File: src/hw/scc_cfg.svh
`ifndef SCC_CFG_SVH
`define SCC_CFG_SVH

// system clock period in ns (25 MHz)
`define SCC_CLK_PERIOD_NS   40
// conversion time in ns
`define SCC_CONV_TIME_NS    3000
// conversion cycles, rounded down, not clamped to one
`define SCC_CONV_CYCLES     (`SCC_CONV_TIME_NS / `SCC_CLK_PERIOD_NS)
// conversion clock divider: one enable pulse per this many system cycles
`define SCC_CCLK_DIV        5
// conversion clock ticks per conversion
`define SCC_CONV_TICKS      (`SCC_CONV_CYCLES / `SCC_CCLK_DIV)

// register offsets (byte addresses)
`define SCC_REG_CTRL        8'h00
`define SCC_REG_STATUS      8'h04
`define SCC_REG_INT_STAT    8'h08
`define SCC_REG_INT_EN      8'h0c
`define SCC_REG_INT_CLR     8'h10

// control register fields
`define SCC_CTRL_RNG_LSB    0
`define SCC_CTRL_BUFDIS_BIT 8
`define SCC_CTRL_REFEN_BIT  9
`define SCC_CTRL_RESET      32'h0000_0000

// interrupt status bits: [2:0] end of conversion per pair, [5:3] start ignored
`define SCC_INT_EOC_LSB     0
`define SCC_INT_IGN_LSB     3
`define SCC_INT_WIDTH       6

// code width of the result path
`define SCC_CODE_W          16

`endif

File: src/hw/scc_pkg.sv
package scc_pkg;

  typedef enum logic [1:0] {
    SCC_RES_16 = 2'h0,
    SCC_RES_14 = 2'h1,
    SCC_RES_12 = 2'h2
  } scc_res_type;

  typedef enum logic {
    SCC_RANGE_4X = 1'b0,
    SCC_RANGE_2X = 1'b1
  } scc_range_type;

  typedef struct packed {
    logic        wr;
    logic        rd;
    logic [7:0]  addr;
    logic [31:0] wdata;
  } scc_bus_req_type;

  typedef struct packed {
    logic [2:0]     hold;
    logic [2:0]     busy;
    scc_range_type [2:0] range;
  } scc_pair_stat_type;

endpackage : scc_pkg

File: src/hw/scc_sync.sv
`timescale 1ns/1ps
`default_nettype none

module scc_sync
  import scc_pkg::*;
#(
  parameter int WIDTH = 1
)
(
  input  wire logic             clk_sys_in,
  input  wire logic             rst_b_in,
  input  wire logic [WIDTH-1:0] async_in,
  output var  logic [WIDTH-1:0] sync_out
);

  logic [WIDTH-1:0] meta_ff;

  // first stage is read by the second stage only
  // resets high: start pins idle high, so release shows no false edge
  always_ff @(posedge clk_sys_in)
  begin
    if (!rst_b_in)
    begin
      meta_ff  <= '1;
      sync_out <= '1;
    end
    else
    begin
      meta_ff  <= async_in;
      sync_out <= meta_ff;
    end
  end

endmodule // scc_sync

`default_nettype wire

File: src/hw/scc_pair.sv
`timescale 1ns/1ps
`default_nettype none
`include "scc_cfg.svh"

module scc_pair
  import scc_pkg::*;
(
  input  wire logic          clk_sys_in,
  input  wire logic          rst_b_in,
  input  wire logic          cclk_en_in,
  input  wire logic          start_in,
  input  wire scc_range_type range_in,
  input  wire logic          ref_ok_in,
  input  wire logic [15:0]   sample_a_in,
  input  wire logic [15:0]   sample_b_in,
  output var  logic          hold_out,
  output var  logic          done_out,
  output var  logic          ignored_out,
  output var  scc_range_type range_out,
  output var  logic [15:0]   held_a_out,
  output var  logic [15:0]   held_b_out
);

  logic [7:0] tick_ff;

  always_ff @(posedge clk_sys_in)
  begin
    if (!rst_b_in)
    begin
      hold_out    <= 1'b0;
      done_out    <= 1'b0;
      ignored_out <= 1'b0;
      tick_ff     <= 8'h00;
      range_out   <= SCC_RANGE_4X;
      held_a_out  <= 16'h0000;
      held_b_out  <= 16'h0000;
    end
    else
    begin
      done_out    <= 1'b0;
      ignored_out <= start_in && hold_out;
      if (start_in && !hold_out)
      begin
        hold_out   <= 1'b1;
        tick_ff    <= 8'h00;
        range_out  <= range_in;
        held_a_out <= sample_a_in;
        held_b_out <= sample_b_in;
      end
      else if (hold_out && cclk_en_in && ref_ok_in)
      begin
        if (tick_ff == 8'(`SCC_CONV_TICKS - 1))
        begin
          hold_out <= 1'b0;
          done_out <= 1'b1;
        end
        else
        begin
          tick_ff <= tick_ff + 8'h01;
        end
      end
    end
  end

endmodule // scc_pair

`default_nettype wire

File: src/hw/scc_top.sv
// The address map and the address-and-strobe port were left to the implementer.
`timescale 1ns/1ps
`default_nettype none
`include "scc_cfg.svh"

module scc_top
  import scc_pkg::*;
(
  input  wire logic        clk_sys_in,
  input  wire logic        rst_b_in,
  input  wire logic [2:0]  conversion_start_in,
  input  wire logic        range_pin_in,
  input  wire logic        hw_sw_sel_in,
  input  wire logic        serial_sel_in,
  input  wire logic        internal_ref_enable_pin_in,
  input  wire logic        ref_buffer_disable_pin_in,
  input  wire scc_res_type resolution_in,
  input  wire logic [15:0] analog_in [6],
  input  wire logic [7:0]  reg_addr_in,
  input  wire logic [31:0] reg_wdata_in,
  input  wire logic        reg_wr_in,
  input  wire logic        reg_rd_in,
  output logic [31:0]      reg_rdata_out,
  output logic             busy_out,
  output logic [2:0]       pair_hold_out,
  output logic             int_ref_on_out,
  output logic [2:0]       ref_buf_on_out,
  output logic             irq_out,
  output logic [15:0]      result_out [6]
);

  logic [2:0]  start_sync;
  logic        range_sync;
  logic        hwsw_sync;
  logic        ser_sync;
  logic        refen_sync;
  logic        bufdis_sync;
  logic [2:0]  start_dly_ff;
  logic [2:0]  start_rise;
  logic [2:0]  pair_hold;
  logic [2:0]  pair_done;
  logic [2:0]  pair_ign;
  scc_range_type pair_range [3];
  logic [15:0] held [6];
  logic [2:0]  div_ff;
  logic        cclk_en_ff;
  logic [31:0] ctrl_ff;
  logic [`SCC_INT_WIDTH-1:0] int_stat_ff;
  logic [`SCC_INT_WIDTH-1:0] int_en_ff;
  logic [`SCC_INT_WIDTH-1:0] nxt_int_stat;
  logic [`SCC_INT_WIDTH-1:0] int_set;
  logic [`SCC_INT_WIDTH-1:0] int_clr;
  scc_bus_req_type bus;
  scc_range_type eff_range [3];

  assign bus = '{wr: reg_wr_in, rd: reg_rd_in, addr: reg_addr_in, wdata: reg_wdata_in};

  // pin inputs pass two flops before use
  scc_sync #(.WIDTH(8)) u_sync
  (
    .clk_sys_in (clk_sys_in),
    .rst_b_in   (rst_b_in),
    .async_in   ({conversion_start_in, range_pin_in, hw_sw_sel_in, serial_sel_in,
                  internal_ref_enable_pin_in, ref_buffer_disable_pin_in}),
    .sync_out   ({start_sync, range_sync, hwsw_sync, ser_sync, refen_sync, bufdis_sync})
  );

  always_ff @(posedge clk_sys_in)
  begin
    if (!rst_b_in)
      start_dly_ff <= 3'h7;
    else
      start_dly_ff <= start_sync;
  end

  assign start_rise = start_sync & ~start_dly_ff;

  always_ff @(posedge clk_sys_in)
  begin
    if (!rst_b_in)
    begin
      div_ff     <= 3'h0;
      cclk_en_ff <= 1'b0;
    end
    else
    begin
      cclk_en_ff <= (div_ff == 3'(`SCC_CCLK_DIV - 1));
      div_ff     <= (div_ff == 3'(`SCC_CCLK_DIV - 1)) ? 3'h0 : div_ff + 3'h1;
    end
  end

  // range pin in hardware mode, pair bits in software
  always_comb
  begin
    for (int p = 0; p < 3; p++)
      eff_range[p] = hwsw_sync ? scc_range_type'(ctrl_ff[`SCC_CTRL_RNG_LSB + p])
                               : scc_range_type'(range_sync);
  end

  // pair p owns channels 2p and 2p+1
  for (genvar p = 0; p < 3; p++)
  begin : g_pair
    scc_pair u_pair
    (
      .clk_sys_in  (clk_sys_in),
      .rst_b_in    (rst_b_in),
      .cclk_en_in  (cclk_en_ff),
      .start_in    (start_rise[p]),
      .range_in    (eff_range[p]),
      .ref_ok_in   (1'b1),
      .sample_a_in (analog_in[2*p]),
      .sample_b_in (analog_in[2*p+1]),
      .hold_out    (pair_hold[p]),
      .done_out    (pair_done[p]),
      .ignored_out (pair_ign[p]),
      .range_out   (pair_range[p]),
      .held_a_out  (held[2*p]),
      .held_b_out  (held[2*p+1])
    );
  end

  // lsb weight from resolution; keep only significant bits
  function automatic logic [15:0] scc_code(input logic [15:0] raw, input scc_res_type res);
    logic [15:0] c;
    c = raw;
    unique case (res)
      SCC_RES_16: c = raw;
      SCC_RES_14: c = {{2{raw[15]}}, raw[15:2]};
      SCC_RES_12: c = {{4{raw[15]}}, raw[15:4]};
      default:    c = raw;
    endcase
    return c;
  endfunction

  // signed twos complement, sample already quantised at half-lsb points
  always_ff @(posedge clk_sys_in)
  begin
    if (!rst_b_in)
    begin
      for (int i = 0; i < 6; i++)
        result_out[i] <= 16'h0000;
    end
    else
    begin
      for (int i = 0; i < 6; i++)
        if (pair_done[i/2])
          result_out[i] <= scc_code(held[i], resolution_in);
    end
  end

  // busy while any pair converts; holds drop at end
  always_ff @(posedge clk_sys_in)
  begin
    if (!rst_b_in)
    begin
      busy_out      <= 1'b0;
      pair_hold_out <= 3'h0;
    end
    else
    begin
      busy_out      <= |(pair_hold | start_rise) && !(&(~pair_hold | pair_done) && !(|start_rise));
      pair_hold_out <= (pair_hold & ~pair_done) | start_rise;
    end
  end

  // reset gives external reference, buffers on
  always_ff @(posedge clk_sys_in)
  begin
    if (!rst_b_in)
    begin
      int_ref_on_out <= 1'b0;
      ref_buf_on_out <= 3'h7;
    end
    else
    begin
      int_ref_on_out <= hwsw_sync ? ctrl_ff[`SCC_CTRL_REFEN_BIT] : refen_sync;
      if (hwsw_sync)
        ref_buf_on_out <= {3{~ctrl_ff[`SCC_CTRL_BUFDIS_BIT]}};
      else
        ref_buf_on_out <= {3{~(ser_sync && bufdis_sync)}};
    end
  end

  // control register write
  always_ff @(posedge clk_sys_in)
  begin
    if (!rst_b_in)
      ctrl_ff <= `SCC_CTRL_RESET;
    else if (bus.wr && bus.addr == `SCC_REG_CTRL)
      ctrl_ff <= bus.wdata & 32'h0000_0307;
  end

  // interrupt: set wins over clear
  assign int_set = {pair_ign, pair_done};
  assign int_clr = (bus.wr && bus.addr == `SCC_REG_INT_CLR) ? bus.wdata[`SCC_INT_WIDTH-1:0]
                                                            : '0;
  assign nxt_int_stat = (int_stat_ff & ~int_clr) | int_set;

  always_ff @(posedge clk_sys_in)
  begin
    if (!rst_b_in)
    begin
      int_stat_ff <= '0;
      int_en_ff   <= '0;
      irq_out     <= 1'b0;
    end
    else
    begin
      int_stat_ff <= nxt_int_stat;
      if (bus.wr && bus.addr == `SCC_REG_INT_EN)
        int_en_ff <= bus.wdata[`SCC_INT_WIDTH-1:0];
      irq_out <= |(nxt_int_stat & ((bus.wr && bus.addr == `SCC_REG_INT_EN)
                                   ? bus.wdata[`SCC_INT_WIDTH-1:0] : int_en_ff));
    end
  end

  // read data one cycle after the strobe, zero otherwise
  always_ff @(posedge clk_sys_in)
  begin
    if (!rst_b_in)
      reg_rdata_out <= 32'h0000_0000;
    else if (bus.rd)
    begin
      unique case (bus.addr)
        `SCC_REG_CTRL:     reg_rdata_out <= ctrl_ff;
        `SCC_REG_STATUS:   reg_rdata_out <= {20'h00000, 1'b0, int_ref_on_out, ref_buf_on_out,
                                             pair_range[2], pair_range[1], pair_range[0],
                                             busy_out, pair_hold};
        `SCC_REG_INT_STAT: reg_rdata_out <= {26'h0000000, int_stat_ff};
        `SCC_REG_INT_EN:   reg_rdata_out <= {26'h0000000, int_en_ff};
        default:           reg_rdata_out <= 32'h0000_0000;
      endcase
    end
    else
      reg_rdata_out <= 32'h0000_0000;
  end
endmodule // scc_top

`default_nettype wire

File: config.mk
export PLATFORM = sky130hd
export DESIGN_NAME = scc_top
export DESIGN_NICKNAME = d
export VERILOG_FILES = /design/src/hw/scc_pkg.sv /design/src/hw/scc_sync.sv /design/src/hw/scc_pair.sv /design/src/hw/scc_top.sv
export VERILOG_INCLUDE_DIRS = /design/src /design/src/hw
export SDC_FILE = /design/constraint.sdc
export NUM_CORES = 1
export LEC_CHECK = 0
export ABC_AREA = 1
export ABC_CLOCK_PERIOD_IN_PS = 2200
export BUFFER_PORTS_ARGS = -buffer_cell sky130_fd_sc_hd__buf_2
export CAP_MARGIN = 30
export CORE_MARGIN = 5
export CORE_UTILIZATION = 30
export DETAILED_ROUTE_END_ITERATION = 12
export GPL_ROUTABILITY_DRIVEN = 1
export SLEW_MARGIN = 20
export SYNTH_ARGS = -nofsm -noshare
export SYNTH_HDL_FRONTEND = slang
export SYNTH_SLANG_ARGS = --single-unit
File: constraint.sdc
create_clock -name clk_sys_in -period 2.2 [get_ports clk_sys_in]
set_clock_uncertainty 0.05 [all_clocks]
set_input_delay 0.44 -clock clk_sys_in [delete_from_list [all_inputs] [get_ports clk_sys_in]]
set_output_delay 0.44 -clock clk_sys_in [all_outputs]
set_load 0.05 [all_outputs]
# Word-level counts from Yosys, hierarchy flattened
# Cells that the tools add are included.
# word_totals
ram_bits,0
n_memories,0
latchBits,0
inputBits,150
output_inout_bits,137
regBits,309
mem_bits_ro,0
# classes
magnitude_cmp,0
bitwise_logic,21
n_mul,0
div_mod_pow,0
n_shift,0
n_eq_ne,10
add_sub_neg,4
reduce_logical,45
mux,26
# ops
operator,count
$pmux W15 S2,6
$pmux W11 S4,1
$eq A8 B4 Y1 const B,5
$add A8 B1 Y8 const B,3
$mux W1,16
$logic_and A1 B1 Y1,15
$reduce_or A3 Y1,5
$reduce_and A2 Y1,7
$and A6 B6 Y6,2
$mux W6,2
$reduce_bool A2 Y1,6
$not A1 Y1,9
$not A3 Y3,3
$or A3 B3 Y3,3
$eq A8 B3 Y1 const B,1
$eq A8 B5 Y1 const B,1
$logic_not A8 Y1,1
$reduce_or A2 Y1,4
$and A3 B3 Y3,2
$not A6 Y6,1
$or A6 B6 Y6,1
$reduce_or A6 Y1,1
$logic_not A1 Y1,5
$add A3 B1 Y3 const B,1
other kinds (5),5

# Depth between registers and ports, before layout
# depth
word_depth,8
mapped_depth,10
depth_no_buf,10

# Cells and area by module
# Synthesis repeated with hierarchy kept, for this count alone.
# unflattened
cells_unflattened,1702
hier_area_um2,12390.6
# modules_own_cells
mod,cells_per_inst,instances,area_each_um2
scc_top,971,1,6791.5
scc_pair,227,3,1706.6
scc_sync,50,1,479.2

# Least setup slack after synthesis
# No wires, ideal clock.
# synth_timing
path_kind,input to register
start,input port resolution_in[0]
end,register result_out[11] (netlist bit)
path_slack_ps,588
path_stages,7
required_ps,2023
t_arrival_ps,1435
path_cell_list,inv_1 > ha_1 > inv_2 > clkbuf_1 > o211ai_1 > o21ai_0 > a21oi_1
# synth_via
elab_chain_cells,2
elab_cells_between_ends,3
cone_classes,eq/ne (2); mux (1)
# synth_rtl
element,line,text
"start, declared",scc_top.sv:17,"input wire scc_res_type resolution_in,"
$eq A2 B2 Y1 or $eq A2 B1 Y1 (tied branches),scc_top.sv:126,unique case (res)
$pmux W15 S2 *,scc_top.sv:126,
"end signal, assigned by index",scc_top.sv:147,"result_out[i] <= scc_code(held[i], resolution_in);"
"end, declared",scc_top.sv:29,output logic [15:0] result_out [6]
# Mark *: on every way between the ends. The rest lies on a longest branch, timed or not.
# A chain may end at the register's enable or synchronous reset.

# Final worst setup path
# layout_timing
start,register g_pair[0].u_pair.tick_ff[0]
end,register g_pair[0].u_pair.tick_ff[5]
# layout_via
elab_chain_cells,3
elab_cells_between_ends,4
cone_classes,add/sub (1); eq/ne (1); bitwise (1); reduce/logical (1)
# layout_rtl
element,line,text
"start, declared",scc_pair.sv:24,logic [7:0] tick_ff;
"start signal, assigned",scc_pair.sv:59,tick_ff <= tick_ff + 8'h01;
"parallel branches: the longest is 3 deep, another holds $add A8 B1 Y8",-,
# Several ways; the timed one is not identified.

==> run_results.csv <==
group,metric,value,unit
setup_path,crit_start,"g_pair[0].u_pair.tick_ff[0]",
cells_and_area,synthToLayoutAreaGrowth,24.4,%
cells_and_area,final_nets,1903,
timing,fin_ws,0.458,ns
timing,hold_violations,0,
pwr,vdd_drop_max,476,uV
timing,rsz0062_at_grt,"no",
worst_hold_path,hold_path_end,"u_sync.meta_ff[1]",
yosys,yosysSeqAreaShare,0.484,
pwr,total_power,12.1,mW
yosys,yosysWarnings,0,
status,status,"complete, no violations",
placement,postPlaceCellArea,0.0135,mm^2
global_routing,grt_usage,0.157,
yosys,syn-instance-count,1541,
setup_path,crit_type,"flip-flop to flip-flop",
detailed_routing,antenna_left,0,
floorplan,start_util,0.305,
detailed_routing,viasPerCell,4.93,
clocking,cts_sinks,286,
clocking,clk-insertion-delay-late,0.54,ns
detailed_routing,via_count,11300,
floorplan,core_region_area,0.0388,mm^2
clocking,ctsResizeCount,0,
setup_path,reg2reg_depth,10,
pwr,p_leak,5.99,nW
yosys,synth_cell_type_count,40,
clocking,cts_tree,"built",
setup_path,critPathMaxFanout,7,
setup_path,critPathRequiredTime,2.57,ns
floorplan,dieArea,0.0435,mm^2
yosys,ys_seq_elements,286,
floorplan,die_y,209,um
detailed_routing,drt-initial-drc-count,747,
detailed_routing,drc_errors,0,
global_routing,grt_antenna_before_repair,2,
setup_path,arrival,2.11,ns
worst_hold_path,hold_class,"input port to flip-flop",
placement,place_hpwl,24300,um
clocking,cts.reportedPaths.clkPinSlew,0.05,ns
floorplan,die_x,209,um
worst_hold_path,hold_start,"internal_ref_enable_pin_in",
clocking,cts_inserted_buffers,36,
timing,slew_viol_final,0,
worst_hold_path,hold_path_depth,2,
cells_and_area,final_area,0.0147,mm^2
timing,fin_tns_setup,0,ns
detailed_routing,routedWlPerCell,15.8,um
setup_path,end_kind,"flip-flop",
detailed_routing,dr.pass1.iters,5,
floorplan,core.rowCount,72,
clocking,cts_buffer_depth,3,
placement,io_buffer_count,241,
timing,post-route-period-util,0.792,
run,drv_cap,0,
floorplan,ios,287,
timing,fin_crit,1.74,ns
timing,fmax,574,MHz
clocking,post_cts_buffers,0,
global_routing,grt_pass1_wl,57500,um
detailed_routing,wl,36200,um
cells_and_area,drive_gt1_frac,0.210,
placement,gp_congestion,0.792,
clocking,htreeDepth,2,
yosys,synth_area_per_cell,7.68,um^2
global_routing,grt_pass1_vias,10900,
setup_path,r2r_start,"g_pair[0].u_pair.tick_ff[0]",
timing,slew_headroom,0.457,
placement,pre_cts_slack,0.164,ns
timing,setup_viol,0,
setup_path,r2r_setup_slack,0.46,ns
global_routing,grt_overflow,0,
clocking,hold_buffers,0,
clocking,cts_root_buffer,"clkbuf_16",
setup_path,critPathLaunchType,"flip-flop",
timing,worst_pin_slew,0.811,ns
global_routing,grt_max_degree,127,
yosys,syn-cell-area,0.0118,mm^2
setup_path,worstReg2RegEnd,"g_pair[0].u_pair.tick_ff[5]",
pwr,powerDensity,819,mW/mm^2
[metal layers]
metal | vias to the layer above | wire length (um) | global-route usage
met5 | - | 13 | 0
met4 | 2 | 672 | 0.0394
met3 | 50 | 2900 | 0.0442
met2 | 380 | 16900 | 0.261
met1 | 5257 | 15700 | 0.204
li1 | 5585 | - | -
[layout make-up]
class	count	area [um^2]
diodes	1	2.50
repair buffers	264	1510
well taps	518	648
inverters	163	612
multi-input cells	992	5040
flip-flops and latches	286	5730
clock buffers	50	1020
clock inverters	11	158
fillers	4018	24100
[cells by family (layout without fill, tap and decap cells)]
group	count (synthesis)	count (layout)	synth area share
buffers and inverters	283	488	0.0982
adder cells (fa/ha/maj)	10	10	0.0106
AND/OR/NAND/NOR	349	349	0.133
flip-flops	286	286	0.484
XOR/XNOR	6	6	0.00444
AO/OA/AOI/OAI	606	606	0.270
other	1	22	0.000317
[per-stage QoR]
| step | std cells | hold WS (ns) | utilization |
|---|---|---|---|
| finish | 2285 | 0.0541 | 0.379 |
| global route | 2284 | 0.0290 | 0.379 |
| CTS | 2284 | 0.0189 | 0.379 |
| detailed placement | 2223 | 0.348 | 0.349 |
| global placement | 2223 | 0.344 | 0.349 |
| floorplan | 1561 | 0.343 | - |
[report_power, final]
group	internal (mW)	total (mW)	leakage, nW	switching (mW)
Combinational	0.258	0.844	3.11	0.586
Clock	3.61	5.90	0.573	2.29
Sequential	5.27	5.31	2.31	0.0417
[synth_stat cells (all sizes together)]
master / count / area [um^2]
a21oi: 294 / 1470
dfxtp: 286 / 5730
o21ai: 217 / 1090
nand2: 208 / 786
inv: 160 / 601
clkbuf: 77 / 289
o22ai: 66 / 413
nor2: 53 / 259
buf: 43 / 262
nand3: 36 / 203
nor3: 23 / 125
or2: 18 / 113
o211ai: 13 / 97.6
ha: 10 / 125
a41oi: 4 / 35.0
nand4: 4 / 25.0
o21a: 4 / 30.0
clkinv: 3 / 11.3
nor3b: 3 / 22.5
nor4: 3 / 33.8
o21bai: 3 / 22.5
xnor2: 3 / 26.3
xor2: 3 / 26.3
a211oi: 2 / 15.0
a31oi: 2 / 12.5
a31o: 1 / 8.76
and3: 1 / 6.26
conb: 1 / 3.75
[worst max-delay path by stage]
| stage | to | slack (ns) |
|---|---|---|
| after global routing | g_pair[0].u_pair.tick_ff[5] | 0.26 |
| after detailed placement | result_out[13] | 0.16 |
| final | g_pair[0].u_pair.tick_ff[5] | 0.46 |
| after CTS | g_pair[0].u_pair.tick_ff[5] | 0.45 |
| after global placement | result_out[93] | 0.21 |
| after floorplan | result_out[11] | 0.59 |
[worst max-delay path, stage by stage (launching register included)]
cell and delay [ns]:
dfxtp_1 0.36, inv_1 0.07, ha_1 0.18, nor3b_1 0.13, nand3_1 0.11, nand2_1 0.17
inv_2 0.16, nand2_1 0.09, nor2_1 0.12, xnor2_1 0.13, nor2_1 0.05
[flip-flops by register name (all words and copies together), names as in the netlist, 3 cells and up]
name	count
int_en_ff	6
g_pair.u_pair.range_out	3
g_pair.u_pair.held_b_out	48
div_ff	3
int_stat_ff	6
reg_rdata_out	11
pair_hold_out	3
g_pair.u_pair.hold_out	3
g_pair.u_pair.ignored_out	3
u_sync.sync_out	8
start_dly_ff	3
u_sync.meta_ff	8
result_out	96
g_pair.u_pair.done_out	3
g_pair.u_pair.tick_ff	24
ctrl_ff	5
g_pair.u_pair.held_a_out	48
[cell usage in the layout, fill, tap and decap left out, drive strengths merged, types with 4 or more instances in the layout]
cell / count
nor2: 53
conb: 21
o211ai: 13
inv: 162
clkinv: 7
nor3: 23
nand3: 36
ha: 10
a41oi: 4
nand4: 4
o21ai: 217
or2: 18
o22ai: 66
a21oi: 294
nand2: 208
buf: 264
o21a: 4
clkbuf: 50
dfxtp: 286
Power figures use the tool's default switching activity.
